[config.mk]
export PLATFORM = sky130hd
export DESIGN_NAME = usb_bus_event_flags
export DESIGN_NICKNAME = d
export VERILOG_FILES = /design/src/hw/usb_event_pkg.sv /design/src/hw/usb_bus_event_flags.sv /design/src/hw/line_activity_filter.sv
export SDC_FILE = /design/constraint.sdc
export NUM_CORES = 1
export LEC_CHECK = 0
export BUFFER_PORTS_ARGS = -buffer_cell sky130_fd_sc_hd__buf_2
export CORE_MARGIN = 2
export CORE_UTILIZATION = 40
export DETAILED_ROUTE_END_ITERATION = 16
export PLACE_DENSITY = 0.67
export SLEW_MARGIN = 5
export SYNTH_ARGS = -nofsm -noshare
export SYNTH_HDL_FRONTEND = slang
export SYNTH_SLANG_ARGS = --single-unit
export TNS_END_PERCENT = 10
[constraint.sdc]
create_clock -name clock -period 1.85 [get_ports clock]
set_input_delay 0.185 -clock clock [delete_from_list [all_inputs] [get_ports clock]]
set_output_delay 0.185 -clock clock [all_outputs]
set_load 0.02 [all_outputs]
[src/hw/usb_event_pkg.sv]
// Shared constants for the USB device bus-event flag block.
package usb_event_pkg;

  // Register bus geometry.
  localparam int ADDR_W = 8;
  localparam int DATA_W = 32;

  // Register byte offsets.
  localparam logic [7:0] OFF_STATUS = 8'h00;
  localparam logic [7:0] OFF_FRAME = 8'h04;
  localparam logic [7:0] OFF_CLEAR = 8'h08;
  localparam logic [7:0] OFF_MASK = 8'h0C;
  localparam logic [7:0] OFF_CONTROL = 8'h10;

  // Flag bit positions, shared by status, clear and mask registers.
  localparam int NUM_FLAGS = 6;
  localparam int BIT_SLEEP = 0;
  localparam int BIT_MICROFRAME = 1;
  localparam int BIT_FRAME = 2;
  localparam int BIT_RESET_END = 3;
  localparam int BIT_REVIVE = 4;
  localparam int BIT_RESUME_END = 5;

  // Frame register layout: micro-frame number low, frame number above it.
  localparam int MICRO_W = 3;
  localparam int FRAME_W = 11;
  localparam int FRAME_LSB = 3;

  // Control register layout.
  localparam int BIT_FREEZE = 0;

  // Reset values.
  localparam logic [NUM_FLAGS-1:0] FLAGS_RESET = 6'h00;
  localparam logic [NUM_FLAGS-1:0] MASK_RESET = 6'h00;
  localparam logic FREEZE_RESET = 1'b0;

  // Timing: bus idle time before sleep, and the cycle count derived from it.
  localparam int CLOCK_HZ = 20_000_000;
  localparam int SLEEP_IDLE_US = 3000;
  localparam int SLEEP_IDLE_CYCLES = SLEEP_IDLE_US * (CLOCK_HZ / 1_000_000);
  localparam int IDLE_CNT_W = 17;

  // Line activity must persist this many cycles to count as non-idle.
  localparam int REVIVE_FILTER_CYCLES = 4;
  localparam int FILTER_CNT_W = 3;

  // Bus activity tracking states.
  typedef enum logic [1:0] {
    LINK_ACTIVE,
    LINK_IDLE_COUNT,
    LINK_ASLEEP
  } link_state_e;

endpackage

[src/hw/usb_bus_event_flags.sv]
// Bus event flags, frame counters and interrupt of a USB high-speed device.
`timescale 1ns/100ps
module usb_bus_event_flags
  import usb_event_pkg::*;
#(
  parameter int SLEEP_CYCLES = SLEEP_IDLE_CYCLES
)
(
  input wire logic clock,
  input wire logic rst,
  input wire logic ce,
  input wire logic [ADDR_W-1:0] addr,
  input wire logic [DATA_W-1:0] wdata,
  input wire logic wr,
  input wire logic rd,
  output logic [DATA_W-1:0] rdata,
  output logic irq,
  input wire logic high_speed,
  input wire logic line_idle_j,
  input wire logic line_non_idle,
  input wire logic upstream_resume_drive,
  input wire logic resume_end_det,
  input wire logic bus_reset_end_det,
  input wire logic frame_start_det,
  input wire logic [FRAME_W-1:0] frame_start_number,
  input wire logic microframe_start_det
);

  ////////////////////////////////////////////////////////////////////////////
  // Declarations.

  logic [NUM_FLAGS-1:0] flags;
  logic [NUM_FLAGS-1:0] event_mask_register;
  logic controller_clock_freeze;
  logic [FRAME_W-1:0] frame_number;
  logic [MICRO_W-1:0] microframe_number;
  logic [NUM_FLAGS-1:0] set_event;
  logic [NUM_FLAGS-1:0] clear_request;
  logic [NUM_FLAGS-1:0] next_flags;
  logic write_clear;
  logic write_mask;
  logic write_control;
  logic [DATA_W-1:0] next_rdata;
  link_state_e link_state;
  link_state_e next_link_state;
  logic [IDLE_CNT_W-1:0] idle_count;
  logic sleep_reached;
  logic activity_filtered;
  logic activity_seen;
  logic revive_event;
  logic running;

  ////////////////////////////////////////////////////////////////////////////
  // Register write decode.

  // Only full addresses match; writes to any other offset are dropped.
  assign write_clear = wr && (addr == OFF_CLEAR);
  assign write_mask = wr && (addr == OFF_MASK);
  assign write_control = wr && (addr == OFF_CONTROL);

  // The controller logic runs only when its clock is not frozen.
  assign running = !controller_clock_freeze;

  // Mask register: a one lets the matching flag drive the interrupt.
  always_ff @(posedge clock) begin
    if (rst) begin
      event_mask_register <= MASK_RESET;
    end else if (ce && write_mask) begin
      event_mask_register <= wdata[NUM_FLAGS-1:0];
    end
  end

  // Control register: holds the clock-freeze bit.
  always_ff @(posedge clock) begin
    if (rst) begin
      controller_clock_freeze <= FREEZE_RESET;
    end else if (ce && write_control) begin
      controller_clock_freeze <= wdata[BIT_FREEZE];
    end
  end

  ////////////////////////////////////////////////////////////////////////////
  // Line activity filter and revive detection.

  line_activity_filter u_filter (
    .clock(clock),
    .rst(rst),
    .ce(ce),
    .raw_active(line_non_idle && !upstream_resume_drive),
    .filtered_active(activity_filtered)
  );

  // Remember the filtered level so a revive is one event per burst.
  always_ff @(posedge clock) begin
    if (rst) begin
      activity_seen <= 1'b0;
    end else if (ce) begin
      activity_seen <= activity_filtered;
    end
  end

  // Revive only from sleep; this path ignores the freeze bit on purpose,
  // because a frozen, sleeping controller depends on it to wake up.
  assign revive_event = activity_filtered && !activity_seen &&
                        (link_state == LINK_ASLEEP);

  ////////////////////////////////////////////////////////////////////////////
  // Idle tracking for the sleep flag.

  // Next state of the idle tracker.
  always_comb begin
    next_link_state = link_state;
    case (link_state)
      LINK_ACTIVE: begin
        if (running && line_idle_j) begin
          next_link_state = LINK_IDLE_COUNT;
        end
      end
      LINK_IDLE_COUNT: begin
        if (!line_idle_j) begin
          next_link_state = LINK_ACTIVE;
        end else if (sleep_reached) begin
          next_link_state = LINK_ASLEEP;
        end
      end
      LINK_ASLEEP: begin
        if (revive_event) begin
          next_link_state = LINK_ACTIVE;
        end
      end
      default: begin
        next_link_state = LINK_ACTIVE;
      end
    endcase
  end

  // State register of the idle tracker.
  always_ff @(posedge clock) begin
    if (rst) begin
      link_state <= LINK_ACTIVE;
    end else if (ce) begin
      link_state <= next_link_state;
    end
  end

  // Counts idle cycles; the count pauses while the clock is frozen.
  always_ff @(posedge clock) begin
    if (rst) begin
      idle_count <= '0;
    end else if (ce) begin
      if (link_state != LINK_IDLE_COUNT || !line_idle_j) begin
        idle_count <= '0;
      end else if (running && !sleep_reached) begin
        idle_count <= idle_count + 1'b1;
      end
    end
  end

  // The first idle cycle is the entry to counting, hence the minus two.
  assign sleep_reached = running &&
                         (idle_count == IDLE_CNT_W'(SLEEP_CYCLES - 2));

  ////////////////////////////////////////////////////////////////////////////
  // Flag set and clear terms.

  // Events that set flags; all but revive are held off by the freeze bit.
  always_comb begin
    set_event = '0;
    set_event[BIT_RESUME_END] = running && resume_end_det;
    set_event[BIT_REVIVE] = revive_event;
    set_event[BIT_RESET_END] = running && bus_reset_end_det;
    set_event[BIT_FRAME] = running && frame_start_det;
    set_event[BIT_MICROFRAME] = running && high_speed && microframe_start_det;
    set_event[BIT_SLEEP] = running && (link_state == LINK_IDLE_COUNT) &&
                           line_idle_j && sleep_reached;
  end

  // Clear requests: written ones, plus the cross-clear between sleep and revive.
  // A revive clear written while frozen is dropped, since the flag's clock is off.
  always_comb begin
    clear_request = write_clear ? wdata[NUM_FLAGS-1:0] : '0;
    clear_request[BIT_REVIVE] = (write_clear && wdata[BIT_REVIVE] && running) ||
                                set_event[BIT_SLEEP];
    clear_request[BIT_SLEEP] = (write_clear && wdata[BIT_SLEEP]) ||
                               set_event[BIT_REVIVE];
  end

  // Per-flag update; a set in the same cycle as a clear wins.
  genvar g;
  generate
    for (g = 0; g < NUM_FLAGS; g++) begin : g_flag
      assign next_flags[g] = set_event[g] | (flags[g] & ~clear_request[g]);
    end
  endgenerate

  // Flags are only written here, so software cannot set them.
  always_ff @(posedge clock) begin
    if (rst) begin
      flags <= FLAGS_RESET;
    end else if (ce) begin
      flags <= next_flags;
    end
  end

  ////////////////////////////////////////////////////////////////////////////
  // Frame and micro-frame numbers.

  // Frame number loads from each frame-start token while the clock is not frozen.
  always_ff @(posedge clock) begin
    if (rst) begin
      frame_number <= '0;
    end else if (ce && running && frame_start_det) begin
      frame_number <= frame_start_number;
    end
  end

  // In high-speed mode only and while not frozen, micro-frame restarts at each frame, else steps at each micro-frame token.
  always_ff @(posedge clock) begin
    if (rst) begin
      microframe_number <= '0;
    end else if (ce && running && high_speed) begin
      if (frame_start_det) begin
        microframe_number <= '0;
      end else if (microframe_start_det) begin
        microframe_number <= microframe_number + 1'b1;
      end
    end
  end

  ////////////////////////////////////////////////////////////////////////////
  // Interrupt output.

  // Registered from the next flag and mask values, so the line follows both with no lag.
  // A mask write therefore takes effect on the interrupt at the same edge as on the register.
  always_ff @(posedge clock) begin
    if (rst) begin
      irq <= 1'b0;
    end else if (ce) begin
      irq <= |(next_flags & (write_mask ? wdata[NUM_FLAGS-1:0] : event_mask_register));
    end
  end

  ////////////////////////////////////////////////////////////////////////////
  // Register read path.

  // Read mux; the clear register and unmapped offsets read as zero.
  always_comb begin
    next_rdata = '0;
    if (rd) begin
      case (addr)
        OFF_STATUS: begin
          next_rdata[NUM_FLAGS-1:0] = flags;
        end
        OFF_FRAME: begin
          next_rdata[MICRO_W-1:0] = microframe_number;
          next_rdata[FRAME_LSB +: FRAME_W] = frame_number;
        end
        OFF_MASK: begin
          next_rdata[NUM_FLAGS-1:0] = event_mask_register;
        end
        OFF_CONTROL: begin
          next_rdata[BIT_FREEZE] = controller_clock_freeze;
        end
        default: begin
          next_rdata = '0;
        end
      endcase
    end
  end

  // Read data stands for exactly the cycle after the strobe.
  always_ff @(posedge clock) begin
    if (rst) begin
      rdata <= '0;
    end else if (ce) begin
      rdata <= next_rdata;
    end
  end

endmodule // usb_bus_event_flags

[src/hw/line_activity_filter.sv]
// Glitch filter that qualifies non-idle activity on the bus lines.
`timescale 1ns/100ps
module line_activity_filter
  import usb_event_pkg::*;
(
  input wire logic clock,
  input wire logic rst,
  input wire logic ce,
  input wire logic raw_active,
  output logic filtered_active
);

  logic [FILTER_CNT_W-1:0] run_count;

  // A short spike resets the run, so noise never reaches the revive logic.
  always_ff @(posedge clock) begin
    if (rst) begin
      run_count <= '0;
      filtered_active <= 1'b0;
    end else if (ce) begin
      if (!raw_active) begin
        run_count <= '0;
        filtered_active <= 1'b0;
      end else if (run_count == FILTER_CNT_W'(REVIVE_FILTER_CYCLES - 1)) begin
        filtered_active <= 1'b1;
      end else begin
        run_count <= run_count + 1'b1;
      end
    end
  end

endmodule // line_activity_filter

After elaboration in Yosys (flattened, before gate mapping)
Cells that the tools add are included.
W data, S select, Z words.
{"block": "classes", "n_reduce_logical": 43, "n_mux": 19, "n_addsub": 3, "n_eq_ne": 14, "n_bitwise": 19}
{"op": "$mux W17", "count": 2}
{"op": "$logic_and A1 B1 Y1", "count": 25}
{"op": "$add A17 B1 Y17 const B", "count": 1}
{"op": "$eq A17 B16 Y1 const B", "count": 1}
{"op": "$eq A8 B4 Y1 const B", "count": 2}
{"op": "$pmux W5 S3", "count": 1}
{"op": "$mux W14", "count": 1}
{"op": "$mux W3", "count": 4}
{"op": "$mux W6", "count": 2}
{"op": "$eq A8 B3 Y1 const B", "count": 1}
{"op": "$eq A8 B5 Y1 const B", "count": 1}
{"op": "$logic_not A8 Y1", "count": 1}
{"op": "$mux W2", "count": 4}
{"op": "$mux W8", "count": 1}
{"op": "$ne A2 B2 Y1 const B", "count": 4}
{"op": "$reduce_and A2 Y1", "count": 4}
{"op": "$add A3 B1 Y3 const B", "count": 2}
{"op": "$and A1 B1 Y1", "count": 6}
{"op": "$and A6 B6 Y6", "count": 1}
{"op": "$not A1 Y1", "count": 6}
{"op": "$or A1 B1 Y1", "count": 6}
{"op": "$pmux W2 S3", "count": 1}
{"op": "$reduce_or A6 Y1", "count": 1}
{"op": "$logic_not A1 Y1", "count": 5}
{"op": "other kinds (11)", "count": 15}
{"block": "word_totals", "word_cells": 110, "inputBits": 64, "output_inout_bits": 33, "ff_bits": 84}

Longest topological paths before layout
Gate-level depths: netlist of run 1.
{"block": "depth", "depth_word": 10, "depth_mapped": 10, "ltp_nobuf": 8}

Modules after synthesis
Synthesis of run 1 repeated with hierarchy kept, for this count alone.
{"block": "unflattened", "hier_cells": 395, "area_unflattened_um2": 3360.7}
{"mod": "usb_bus_event_flags", "cells_each": 373, "seq_area_each_um2": 1241.2, "instances": 1, "area_each_um2": 3150.5}
{"mod": "line_activity_filter", "cells_each": 22, "seq_area_each_um2": 80.1, "instances": 1, "area_each_um2": 210.2}

Least setup slack after synthesis of run 1
Ideal clock, no wire load.
{"block": "synth_path", "kind": "register to register", "startpoint": "register idle_count[0]", "endpoint": "register idle_count[15]", "synth_period_minus_slack_ps": 1866, "n_path_buf": 2, "required_ps": 1780, "t_arrival_ps": 1796, "setup_slack_ps": -16, "setup_time_ps": 70, "path_stages_with_launch": 11, "path_cell_list": "dfxtp_1 -> inv_1 -> ha_1 -> nor4bb_1 -> and4_4 -> buf_6 -> o21bai_4 -> buf_6 -> nand4_4 -> or3_1 -> a21oi_1"}
{"block": "synth_between", "elab_chain_len": 6, "word_cells_on_any_way": 9}
{"item": "from (decl)", "line": "usb_bus_event_flags.sv:46", "text": "logic [IDLE_CNT_W-1:0] idle_count;"}
{"item": "from (signal assigned)", "line": "usb_bus_event_flags.sv:154", "text": "idle_count <= idle_count + 1'b1;"}
{"item": "branches (longest 6 deep; another with $add A17 B1 Y17)"}
Parallel ways; which one is timed is not known. The select of a mux whose other input is x is not followed.
A chain may end at the register's enable or synchronous reset.

Worst setup path after layout of run 1
{"block": "layout_path", "startpoint": "register idle_count[0]", "endpoint": "register idle_count[16]"}
Same word-level chain as after synthesis.

==> flow_summary.ini, run 1 <==
[outcome]
outcome = finished clean

[placement]
gp_congestion = 0.883
placed_cells = 560
portBuffers = 52
dpl_cell_area_sq_um = 3750
pre_cts_ws_ns = -0.0517
dpl.hpwl_microns = 5930

[drt]
viasPerCell = 5.34
vias = 3085
drt_iter0_drc = 194
met1_length_microns = 3560
firstDrtPassIters = 4
ant_nets = 0
wl_met2_microns = 4020
routedWlPerCell_microns = 14.3
detail_route.wirelength_microns = 8280
top_layer = met4
wl_met3_microns = 556
drcViolationCount = 0

[setup_path]
critPathKind = reg2reg
slowest_stage = or3_1
crit_path_max_incr_delay_ns = 0.35
path_max_fanout = 8
startpoint_type = register
cp_num_buf_inv = 1
ff2ff_setup_slack_ns = 0.03
crit_arrival_ns = 2.09
worstSetupEndpointType = register
critPathTopFamily = simple AND/OR/NAND/NOR gates
path_cells = inv_2 -> ha_4 -> nor4bb_4 -> and4_4 -> o21bai_4 -> nand4_1 -> or3_1 -> a21oi_1
cp_data_required_time_ns = 2.12

[final_layout]
design_area_sq_um = 4040
stdcell_count = 578
fillers = 814
layout.nets = 537
syn_to_final_growth_pct = 19.0
diodes = 0
drive_gt1_share_pct = 24.5

[synthesis]
yosys-top-cells-count = dfxtp_1, nor2_1, nand2_1
synthFlopType = dfxtp_1
synth_area_sq_um = 3390
yosysWarnings = 0
synth.top_cell.area_share_pct = 38.9
synthArstFlopShare_pct = 0
yosysTopAreaCell = dfxtp_1
ys_seq_area_share_pct = 38.9
yosys-top-cells-area = dfxtp_1, a21oi_1, nor2_1
postSynthCellCount = 408
syn_avg_cell_area_sq_um = 8.32
yosysMostFrequentCell = dfxtp_1
synth_edf_count = 0
synthDistinctLibCells = 60
ys_ff_latch = 66

[clock_tree]
clock_sinks = 66
cts_max_path_buffers = 2
htreeDepth = 3
numCtsBuffers = 9
clock_latency_ns = 0.35
cts_root_buffer = clkbuf_8
cts_tree = done
hold_buffers = 0
clkTransAtPathRegs_ns = 0.08

[power]
total_power_mw = 3.11
ir_drop_v = 0.000428
powerDensity_nw_per_um2 = 771
leakage_nw = 1.63

[global_routing]
grt_max_degree = 39
grt_pass1_wl_microns = 13500
antenna_found_initial = 0
track_usage_pct = 18.8
overflow = 0
grt_pass1_vias = 2939

[floorplanning]
rows = 33
initial_core_util_pct = 41.3
core_sq_um = 8220
dieHeight_microns = 96.1
num_io_pins = 97
dieArea_sq_um = 9240
die_x_microns = 96.1

[job]
drv_cap = 0

[sta]
finalMaxSlewViolations = 0
hold_violations = 0
setup_ws_ns = 0.0311
relSlewSlack_pct = 64.7
tightest_slew_ns = 0.529
rsz0062_at_grt = yes
fmax_ghz = 0.550
fin_crit_sh_pct = 98.3
setup_violations = 0
fin_crit_ns = 1.82
clock_skew_ns = 0.0114
hold_slack_ns = 0.0662

[min_path]
hold_class = in2reg
## flip-flops by register name (all words and copies together) (netlist names)
signal                    cells
event_mask_register           6
controller_clock_freeze       1
activity_seen                 1
flags                         6
microframe_number             3
link_state                    2
rdata                        14
u_filter.run_count            3
frame_number                 11
irq                           1
idle_count                   17
u_filter.filtered_active      1
## final timing paths
path                                                    from                           endpoint  cells past startpoint
worst max register to register    idle_count[0]$_SDFFE_PP0P_        idle_count[16]$_SDFFE_PP0P_                      8
worst max-delay path              idle_count[0]$_SDFFE_PP0P_        idle_count[16]$_SDFFE_PP0P_                      8
worst min register to register  frame_number[9]$_SDFFE_PP0P_       frame_number[9]$_SDFFE_PP0P_                      2
worst min-delay path                              high_speed  microframe_number[0]$_SDFFE_PP0P_                      2
## layer usage
metal  track usage, %  vias up
met5                0        -
li1                 -     1520
met3             3.45       13
met4             7.86        0
met2             31.4      106
met1             23.8     1446
## final cells by class
type / instances / area (sq um) / share of cell area [%]
multi-input cells: 309 / 1880 / 46.6
flip-flops and latches: 66 / 1330 / 32.8
repair buffers: 74 / 442 / 10.9
clock buffers: 10 / 138 / 3.41
well taps: 105 / 131 / 3.25
clock inverters: 6 / 90.1 / 2.23
inverters: 8 / 30.0 / 0.744
## what timing repair did
item	in CTS	in global routing
endpoints found under the setup margin	3	12
setup buffers	1	1
pin swaps	8	3
resized for setup	7	4
gates cloned	0	0
## per-stage QoR
step | TNS (ns) | util (%)
global placement | 0 | 45.6
global route | -0.505 | 49.1
CTS | -0.0287 | 48.9
detailed placement | -0.0517 | 45.6
finish | 0 | 49.1
floorplan | 0 | -
## placed cells by master, fill, tap and decap left out, drive strengths merged, types with 6 or more instances in the layout
cell type and instances:
nor2 49, nand3 17, mux2i 13, dfxtp 66
xor2 11, buf 74, and2 6, inv 8
nand2 47, nand4 11, clkbuf 10, a22oi 18
conb 18, o21ai 18, a21oi 36
## cells by family (layout without fill, tap and decap cells)
logic type / count (synthesis) / after routing / synth area share [%]
xor+xnor: 12 / 12 / 3.10
mux: 13 / 13 / 3.83
simple gates: 169 / 169 / 26.3
fa+ha+maj: 5 / 5 / 1.84
flops: 66 / 66 / 38.9
buf+inv: 50 / 98 / 8.74
other cells: 1 / 18 / 0.111
compound gates: 92 / 92 / 17.1
## power by group
part / switching, mW / leakage [nW] / internal (mW) / total, mW
logic: 0.171 / 0.977 / 0.0901 / 0.261
clock network: 0.592 / 0.112 / 0.797 / 1.39
registers: 0.0177 / 0.536 / 1.44 / 1.46
total: 0.781 / 1.63 / 2.33 / 3.11
Note: power is estimated with default switching activity, not from simulation.
==> run 2: changes to the inputs <==
Settings changed: ABC_AREA set to 1, PLACE_DENSITY 0.67 to 0.66.
==> run 2 against run 1 <==
Synthesized cell count increased by 29%. Maximum frequency increased by 10%. Area after synthesis grew 6.8%. First-iteration DRC count fell by 38%. Critical path depth increased by 4. Wire length grew 4.2%. Sequential power is essentially flat. Cell count increased by 20%. Combinational power increased by 16%. Non-clock buffer count is 16 lower. Power grew 8.5%. Core utilization decreased by 1.4 points. Critical path type unchanged. Critical endpoint unchanged. Largest power group is now the clock network. Highest routed layer unchanged.
==> flow_summary.ini, run 2 <==
[synthesis]
synthFlopType = dfxtp_1
yosys-top-cells-count = nand2_1, dfxtp_1, inv_1
synthArstFlopShare_pct = 0
syn_avg_cell_area_sq_um = 6.89
synthMuxAreaShare_pct = 0
ys_seq_area_share_pct = 36.5
synth_xor_xnor_area_share_pct = 0.967
synth-simple-area-share_pct = 31.0
synth_edf_count = 0
synth.top_cell.area_share_pct = 36.5
ys_ff_latch = 66
synth_area_sq_um = 3620
yosysWarnings = 0
synth_fa_ha_area_share_pct = 1.73
yosysTopAreaCell = dfxtp_1
yosys-top-cells-area = dfxtp_1, nand2_1, a21oi_1
synthDistinctLibCells = 43
yosysMostFrequentCell = nand2_1
synth_compound_area_share_pct = 16.5
postSynthCellCount = 526
synth_top_family_by_area = simple AND/OR/NAND/NOR gates

[setup_path]
cp_data_required_time_ns = 2.11
startpoint_type = register
critPathKind = reg2reg
crit_arrival_ns = 1.91
worstSetupEndpointType = register
path_max_fanout = 10

[final_layout]
fillers = 903
final_cell_mix = nand2_1, dfxtp_1, inv_1, a21oi_1, buf_2
drive_gt1_share_pct = 19.9
top_regs = idle_count x17, rdata x14, frame_number x11
syn_to_final_growth_pct = 15.4
largest_reg_flops = 17
final_common_cell = nand2_1
layout.nets = 648
final_util_pct = 47.7
largest-register = idle_count
design_area_sq_um = 4180
diodes = 0

[sta]
relSlewSlack_pct = 62.7
setup_violations = 0
clock_skew_ns = 0.0108
fin_crit_ns = 1.65
fmax_ghz = 0.605
fin_crit_sh_pct = 89.3
hold_slack_ns = 0.115
tightest_slew_ns = 0.559
finalMaxSlewViolations = 0
rsz0062_at_grt = no
hold_violations = 0
fin_setup_tns_ns = 0

[floorplanning]
num_io_pins = 97
dieArea_sq_um = 9840
die_x_microns = 99.2
core_sq_um = 8760
dieHeight_microns = 99.2
rows = 34
initial_core_util_pct = 41.4

[drt]
firstDrtPassIters = 4
viasPerCell = 4.95
routedWlPerCell_microns = 12.5
drcViolationCount = 0
vias = 3426
drt_iter0_drc = 120
detail_route.wirelength_microns = 8630
ant_nets = 0

[placement]
dpl_cell_area_sq_um = 3910
portBuffers = 52
dpl.hpwl_microns = 6420
gp_congestion = 0.909

[outcome]
outcome = finished clean

[power]
ir_drop_v = 0.000318
total_power_mw = 3.38
leakage_nw = 1.72
powerDensity_nw_per_um2 = 807

[clock_tree]
cts_max_path_buffers = 2
cts_resized = 0
htreeDepth = 3
hold_buffers = 0
clkTransAtPathRegs_ns = 0.08
clock_latency_ns = 0.34
cts_tree = done
cts_root_buffer = clkbuf_8
clock_sinks = 66
post_cts_buffers = 0
numCtsBuffers = 9

[global_routing]
grt_pass1_wl_microns = 14300
grt_pass1_vias = 3124
track_usage_pct = 17.9
grt_max_degree = 49
antenna_found_initial = 0
overflow = 0

[min_path]
hold_class = in2reg

[job]
drv_cap = 0
==> run 2: cell count changes in the layout (fill, tap and decap cells not counted), sizes merged, moves of 16 or more <==
cell,previous run,this run
a21oi,36,60
a22oi,18,0
buf,74,58
inv,8,68
nand2,47,124
nand3,17,43
==> run 2: logic make-up after synthesis <==
logic type               Yosys count
XOR/XNOR                           4
buffers and inverters            102
AO/OA/AOI/OAI                    104
adder cells (fa/ha/maj)            5
AND/OR/NAND/NOR                  244
flip-flops                        66
other                              1
==> run 2: per-stage QoR <==
stage / cells / setup WS, ns
after floorplan: 543 / 0.343
after global placement: 676 / 0.181
after detailed placement: 676 / 0.126
after CTS: 692 / 0.132
after global routing: 692 / 0.0314
final: 692 / 0.198
==> run 2: per-layer routing <==
layer / vias to the layer above / wire, microns / part of all wire (%) / GRT usage (%)
li1: 1778 / - / - / -
met5: - / 0 / 0 / 0
met3: 9 / 293 / 3.4 / 3.94
met4: 0 / 125 / 1.4 / 5.90
met2: 64 / 4070 / 47 / 28.1
met1: 1575 / 4140 / 48 / 24.3
==> run 2: worst paths after layout <==
check / startpoint / endpoint / slack, ns / cells past startpoint
worst max-delay path: idle_count[0]$_SDFFE_PP0P_ / idle_count[16]$_SDFFE_PP0P_ / 0.20 / 12
worst min-delay path: frame_start_number[5] / frame_number[5]$_SDFFE_PP0P_ / 0.12 / 3
worst max register to register: idle_count[0]$_SDFFE_PP0P_ / idle_count[16]$_SDFFE_PP0P_ / 0.20 / 12
worst min register to register: activity_seen$_SDFFE_PP0P_ / activity_seen$_SDFFE_PP0P_ / 0.45 / 2
==> run 2: where the power goes <==
part	internal [mW]	leakage (nW)	total [mW]	switching, mW
registers	1.45	0.535	1.47	0.0180
logic	0.0923	1.06	0.303	0.211
clock network	1.04	0.131	1.60	0.562
total	2.58	1.72	3.38	0.791
==> run 2: final cells by class <==
| type | count | area [sq um] | share of cell area [%] |
|---|---|---|---|
| Clock inverter | 6 | 138 | 3.29 |
| Sequential cell | 66 | 1320 | 31.6 |
| Tap cell | 108 | 135 | 3.23 |
| Multi-Input combinational cell | 375 | 1890 | 45.2 |
| Timing Repair Buffer | 58 | 305 | 7.30 |
| Clock buffer | 10 | 128 | 3.05 |
| Inverter | 69 | 267 | 6.37 |
==> run 2: critical path, stage by stage, from the launching register on <==
cell and delay, ns:
dfxtp_1 0.40, inv_2 0.08, ha_1 0.19, nand2_1 0.06, inv_1 0.04, nand2_1 0.06
nor2_2 0.05, nand2_2 0.08, nand2_2 0.06, nand2_4 0.15, buf_4 0.18, nand4_1 0.11
a21oi_2 0.12
==> run 3: changes to the inputs <==
Settings changed: CORE_UTILIZATION 40 to 48, PLACE_DENSITY 0.66 to 0.77.
==> run 3 against run 2 <==
Combinational power is essentially flat. Sequential share of layout area rose by 0.095 points. Maximum frequency is 2.7% lower. Sequential power hardly changed. Sequential cell count unchanged. Critical path type unchanged. Largest power group unchanged.
==> flow_summary.ini, run 3 (synthesis gave the netlist of run 2 again) <==
[outcome]
outcome = finished clean

[final_layout]
largest_reg_flops = 17
final_cell_mix = nand2_1, dfxtp_1, inv_1, a21oi_1, buf_2
design_area_sq_um = 4170
diodes = 0
final_common_cell = nand2_1
top_regs = idle_count x17, rdata x14, frame_number x11
largest-register = idle_count
regArea_sq_um = 1320
layout.nets = 647
stdcell_count = 682
final_util_pct = 57.2
fillers = 709
drive_gt1_share_pct = 19.6
syn_to_final_growth_pct = 15.0
multiInputGateArea_sq_um = 1900

[global_routing]
track_usage_pct = 21.7
antenna_found_initial = 0
grt_pass1_wl_microns = 14700
grt_max_degree = 49
overflow = 0
grt_pass1_vias = 3259

[placement]
dpl.hpwl_microns = 6190
gp_congestion = 0.898
dpl_cell_area_sq_um = 3890
pre_cts_ws_ns = 0.0674
portBuffers = 52
placed_cells = 666

[clock_tree]
cts_root_buffer = clkbuf_8
clock_latency_ns = 0.35
clock_sinks = 66
cts_max_path_buffers = 2
htreeDepth = 3
post_cts_buffers = 0
clkTransAtPathRegs_ns = 0.08
cts_tree = done
hold_buffers = 0
numCtsBuffers = 9

[min_path]
min-delay-start = frame_start_number[7]
hold_class = in2reg
hold_depth = 3
hold_end = frame_number[7]$_SDFFE_PP0P_

[drt]
routedWlPerCell_microns = 12.6
firstDrtPassIters = 5
detail_route.wirelength_microns = 8600
viasPerCell = 5.06
drcViolationCount = 0
drt_iter0_drc = 144
ant_nets = 0
vias = 3452

[power]
seqPwrFrac_pct = 43.4
leakage_nw = 1.72
powerDensity_nw_per_um2 = 813
comb_power_share_pct = 8.9
power_switching_uw = 811
p_int_mw = 2.58
swShare_pct = 23.9
total_power_mw = 3.39
pwr-share-clk_pct = 47.8
ir_drop_v = 0.000401

[setup_path]
startpoint_type = register
rr_worst_depth = 14
crit_path_max_incr_delay_ns = 0.34
ff2ff_setup_slack_ns = 0.15
worstSetupEndpointType = register
crit_path_start = idle_count[0]$_SDFFE_PP0P_
cp_num_buf_inv = 3
reg2reg_to = idle_count[10]$_SDFFE_PP0P_
timing.rr.start = idle_count[0]$_SDFFE_PP0P_
cp_data_required_time_ns = 2.14
critPathTopFamily = simple AND/OR/NAND/NOR gates
path_cells = inv_1 -> ha_1 -> nand2_1 -> inv_1 -> nand2_1 -> nor2_2 -> nand2_2 -> nand2_2 -> nand2_8 -> inv_4 -> nor2_2 -> nand3_1 -> nand2_1 -> a21oi_1
path_max_fanout = 15
crit_arrival_ns = 1.98
critPathKind = reg2reg
slowest_stage = dfxtp_1
crit_path_frequent_cell = nand2_1

[sta]
fin_crit_ns = 1.70
setup_violations = 0
relSlewSlack_pct = 62.9
fin_crit_sh_pct = 91.7
setup_ws_ns = 0.153
rsz0062_at_grt = no
fmax_ghz = 0.589
finalMaxSlewViolations = 0
fin_setup_tns_ns = 0
hold_slack_ns = 0.0991
tightest_slew_ns = 0.557
clock_skew_ns = 0.0129
hold_violations = 0

[floorplanning]
die_x_microns = 90.9
rows = 31
dieArea_sq_um = 8260
num_io_pins = 97
dieHeight_microns = 90.9
core_sq_um = 7290
initial_core_util_pct = 49.7

[job]
drv_cap = 0
run 3: power by group through the flow:
stage                     Combinational [mW]  Sequential [mW]  Clock [mW]
after CTS                              0.295             1.47        1.65
after global placement                 0.287             1.50           0
final                                  0.301             1.47        1.62
after detailed placement               0.293             1.50           0
after global routing                   0.337             1.47        1.72
after floorplan                        0.235             1.50           0
run 3: what timing repair did:
item | CTS | global route
gates resized for setup | 0 | 2
hold endpoints to repair | 0 | 0
endpoints found under the setup margin | 0 | 2
run 3: cell type report:
cell class              count  area share (%)
inverters                  69            6.33
well taps                  99            2.97
clock inverters             6            3.30
multi-input cells         375            45.5
repair buffers             57            7.14
flip-flops and latches     66            31.7
clock buffers              10            3.06
run 3: worst reg2reg max path: stages (launching register included):
cell and delay [ns]:
dfxtp_1 0.34, inv_1 0.13, ha_1 0.16, nand2_1 0.05, inv_1 0.05, nand2_1 0.06, nor2_2 0.11, nand2_2 0.08
nand2_2 0.11, nand2_8 0.11, inv_4 0.16, nor2_2 0.06, nand3_1 0.06, nand2_1 0.05, a21oi_1 0.10
run 3: per-layer routing:
metal  vias to the layer above  global-route usage [%]  part of all wire, %
met4                         0                    8.59                  1.6
met2                       104                    35.6                   47
met3                        15                    4.42                  5.3
li1                       1779                       -                    -
met1                      1554                    28.1                   46
met5                         -                       0                    0
run 3: how the worst max path moves through the flow:
stage                                  endpoint  slack [ns]  cells after the start
floorplan            idle_count[2]$_SDFFE_PP0P_        0.34                     13
global placement    idle_count[10]$_SDFFE_PP0P_        0.14                     14
detailed placement  idle_count[10]$_SDFFE_PP0P_        0.07                     14
CTS                 idle_count[10]$_SDFFE_PP0P_        0.07                     14
global route        idle_count[10]$_SDFFE_PP0P_        0.01                     14
finish              idle_count[10]$_SDFFE_PP0P_        0.15                     14
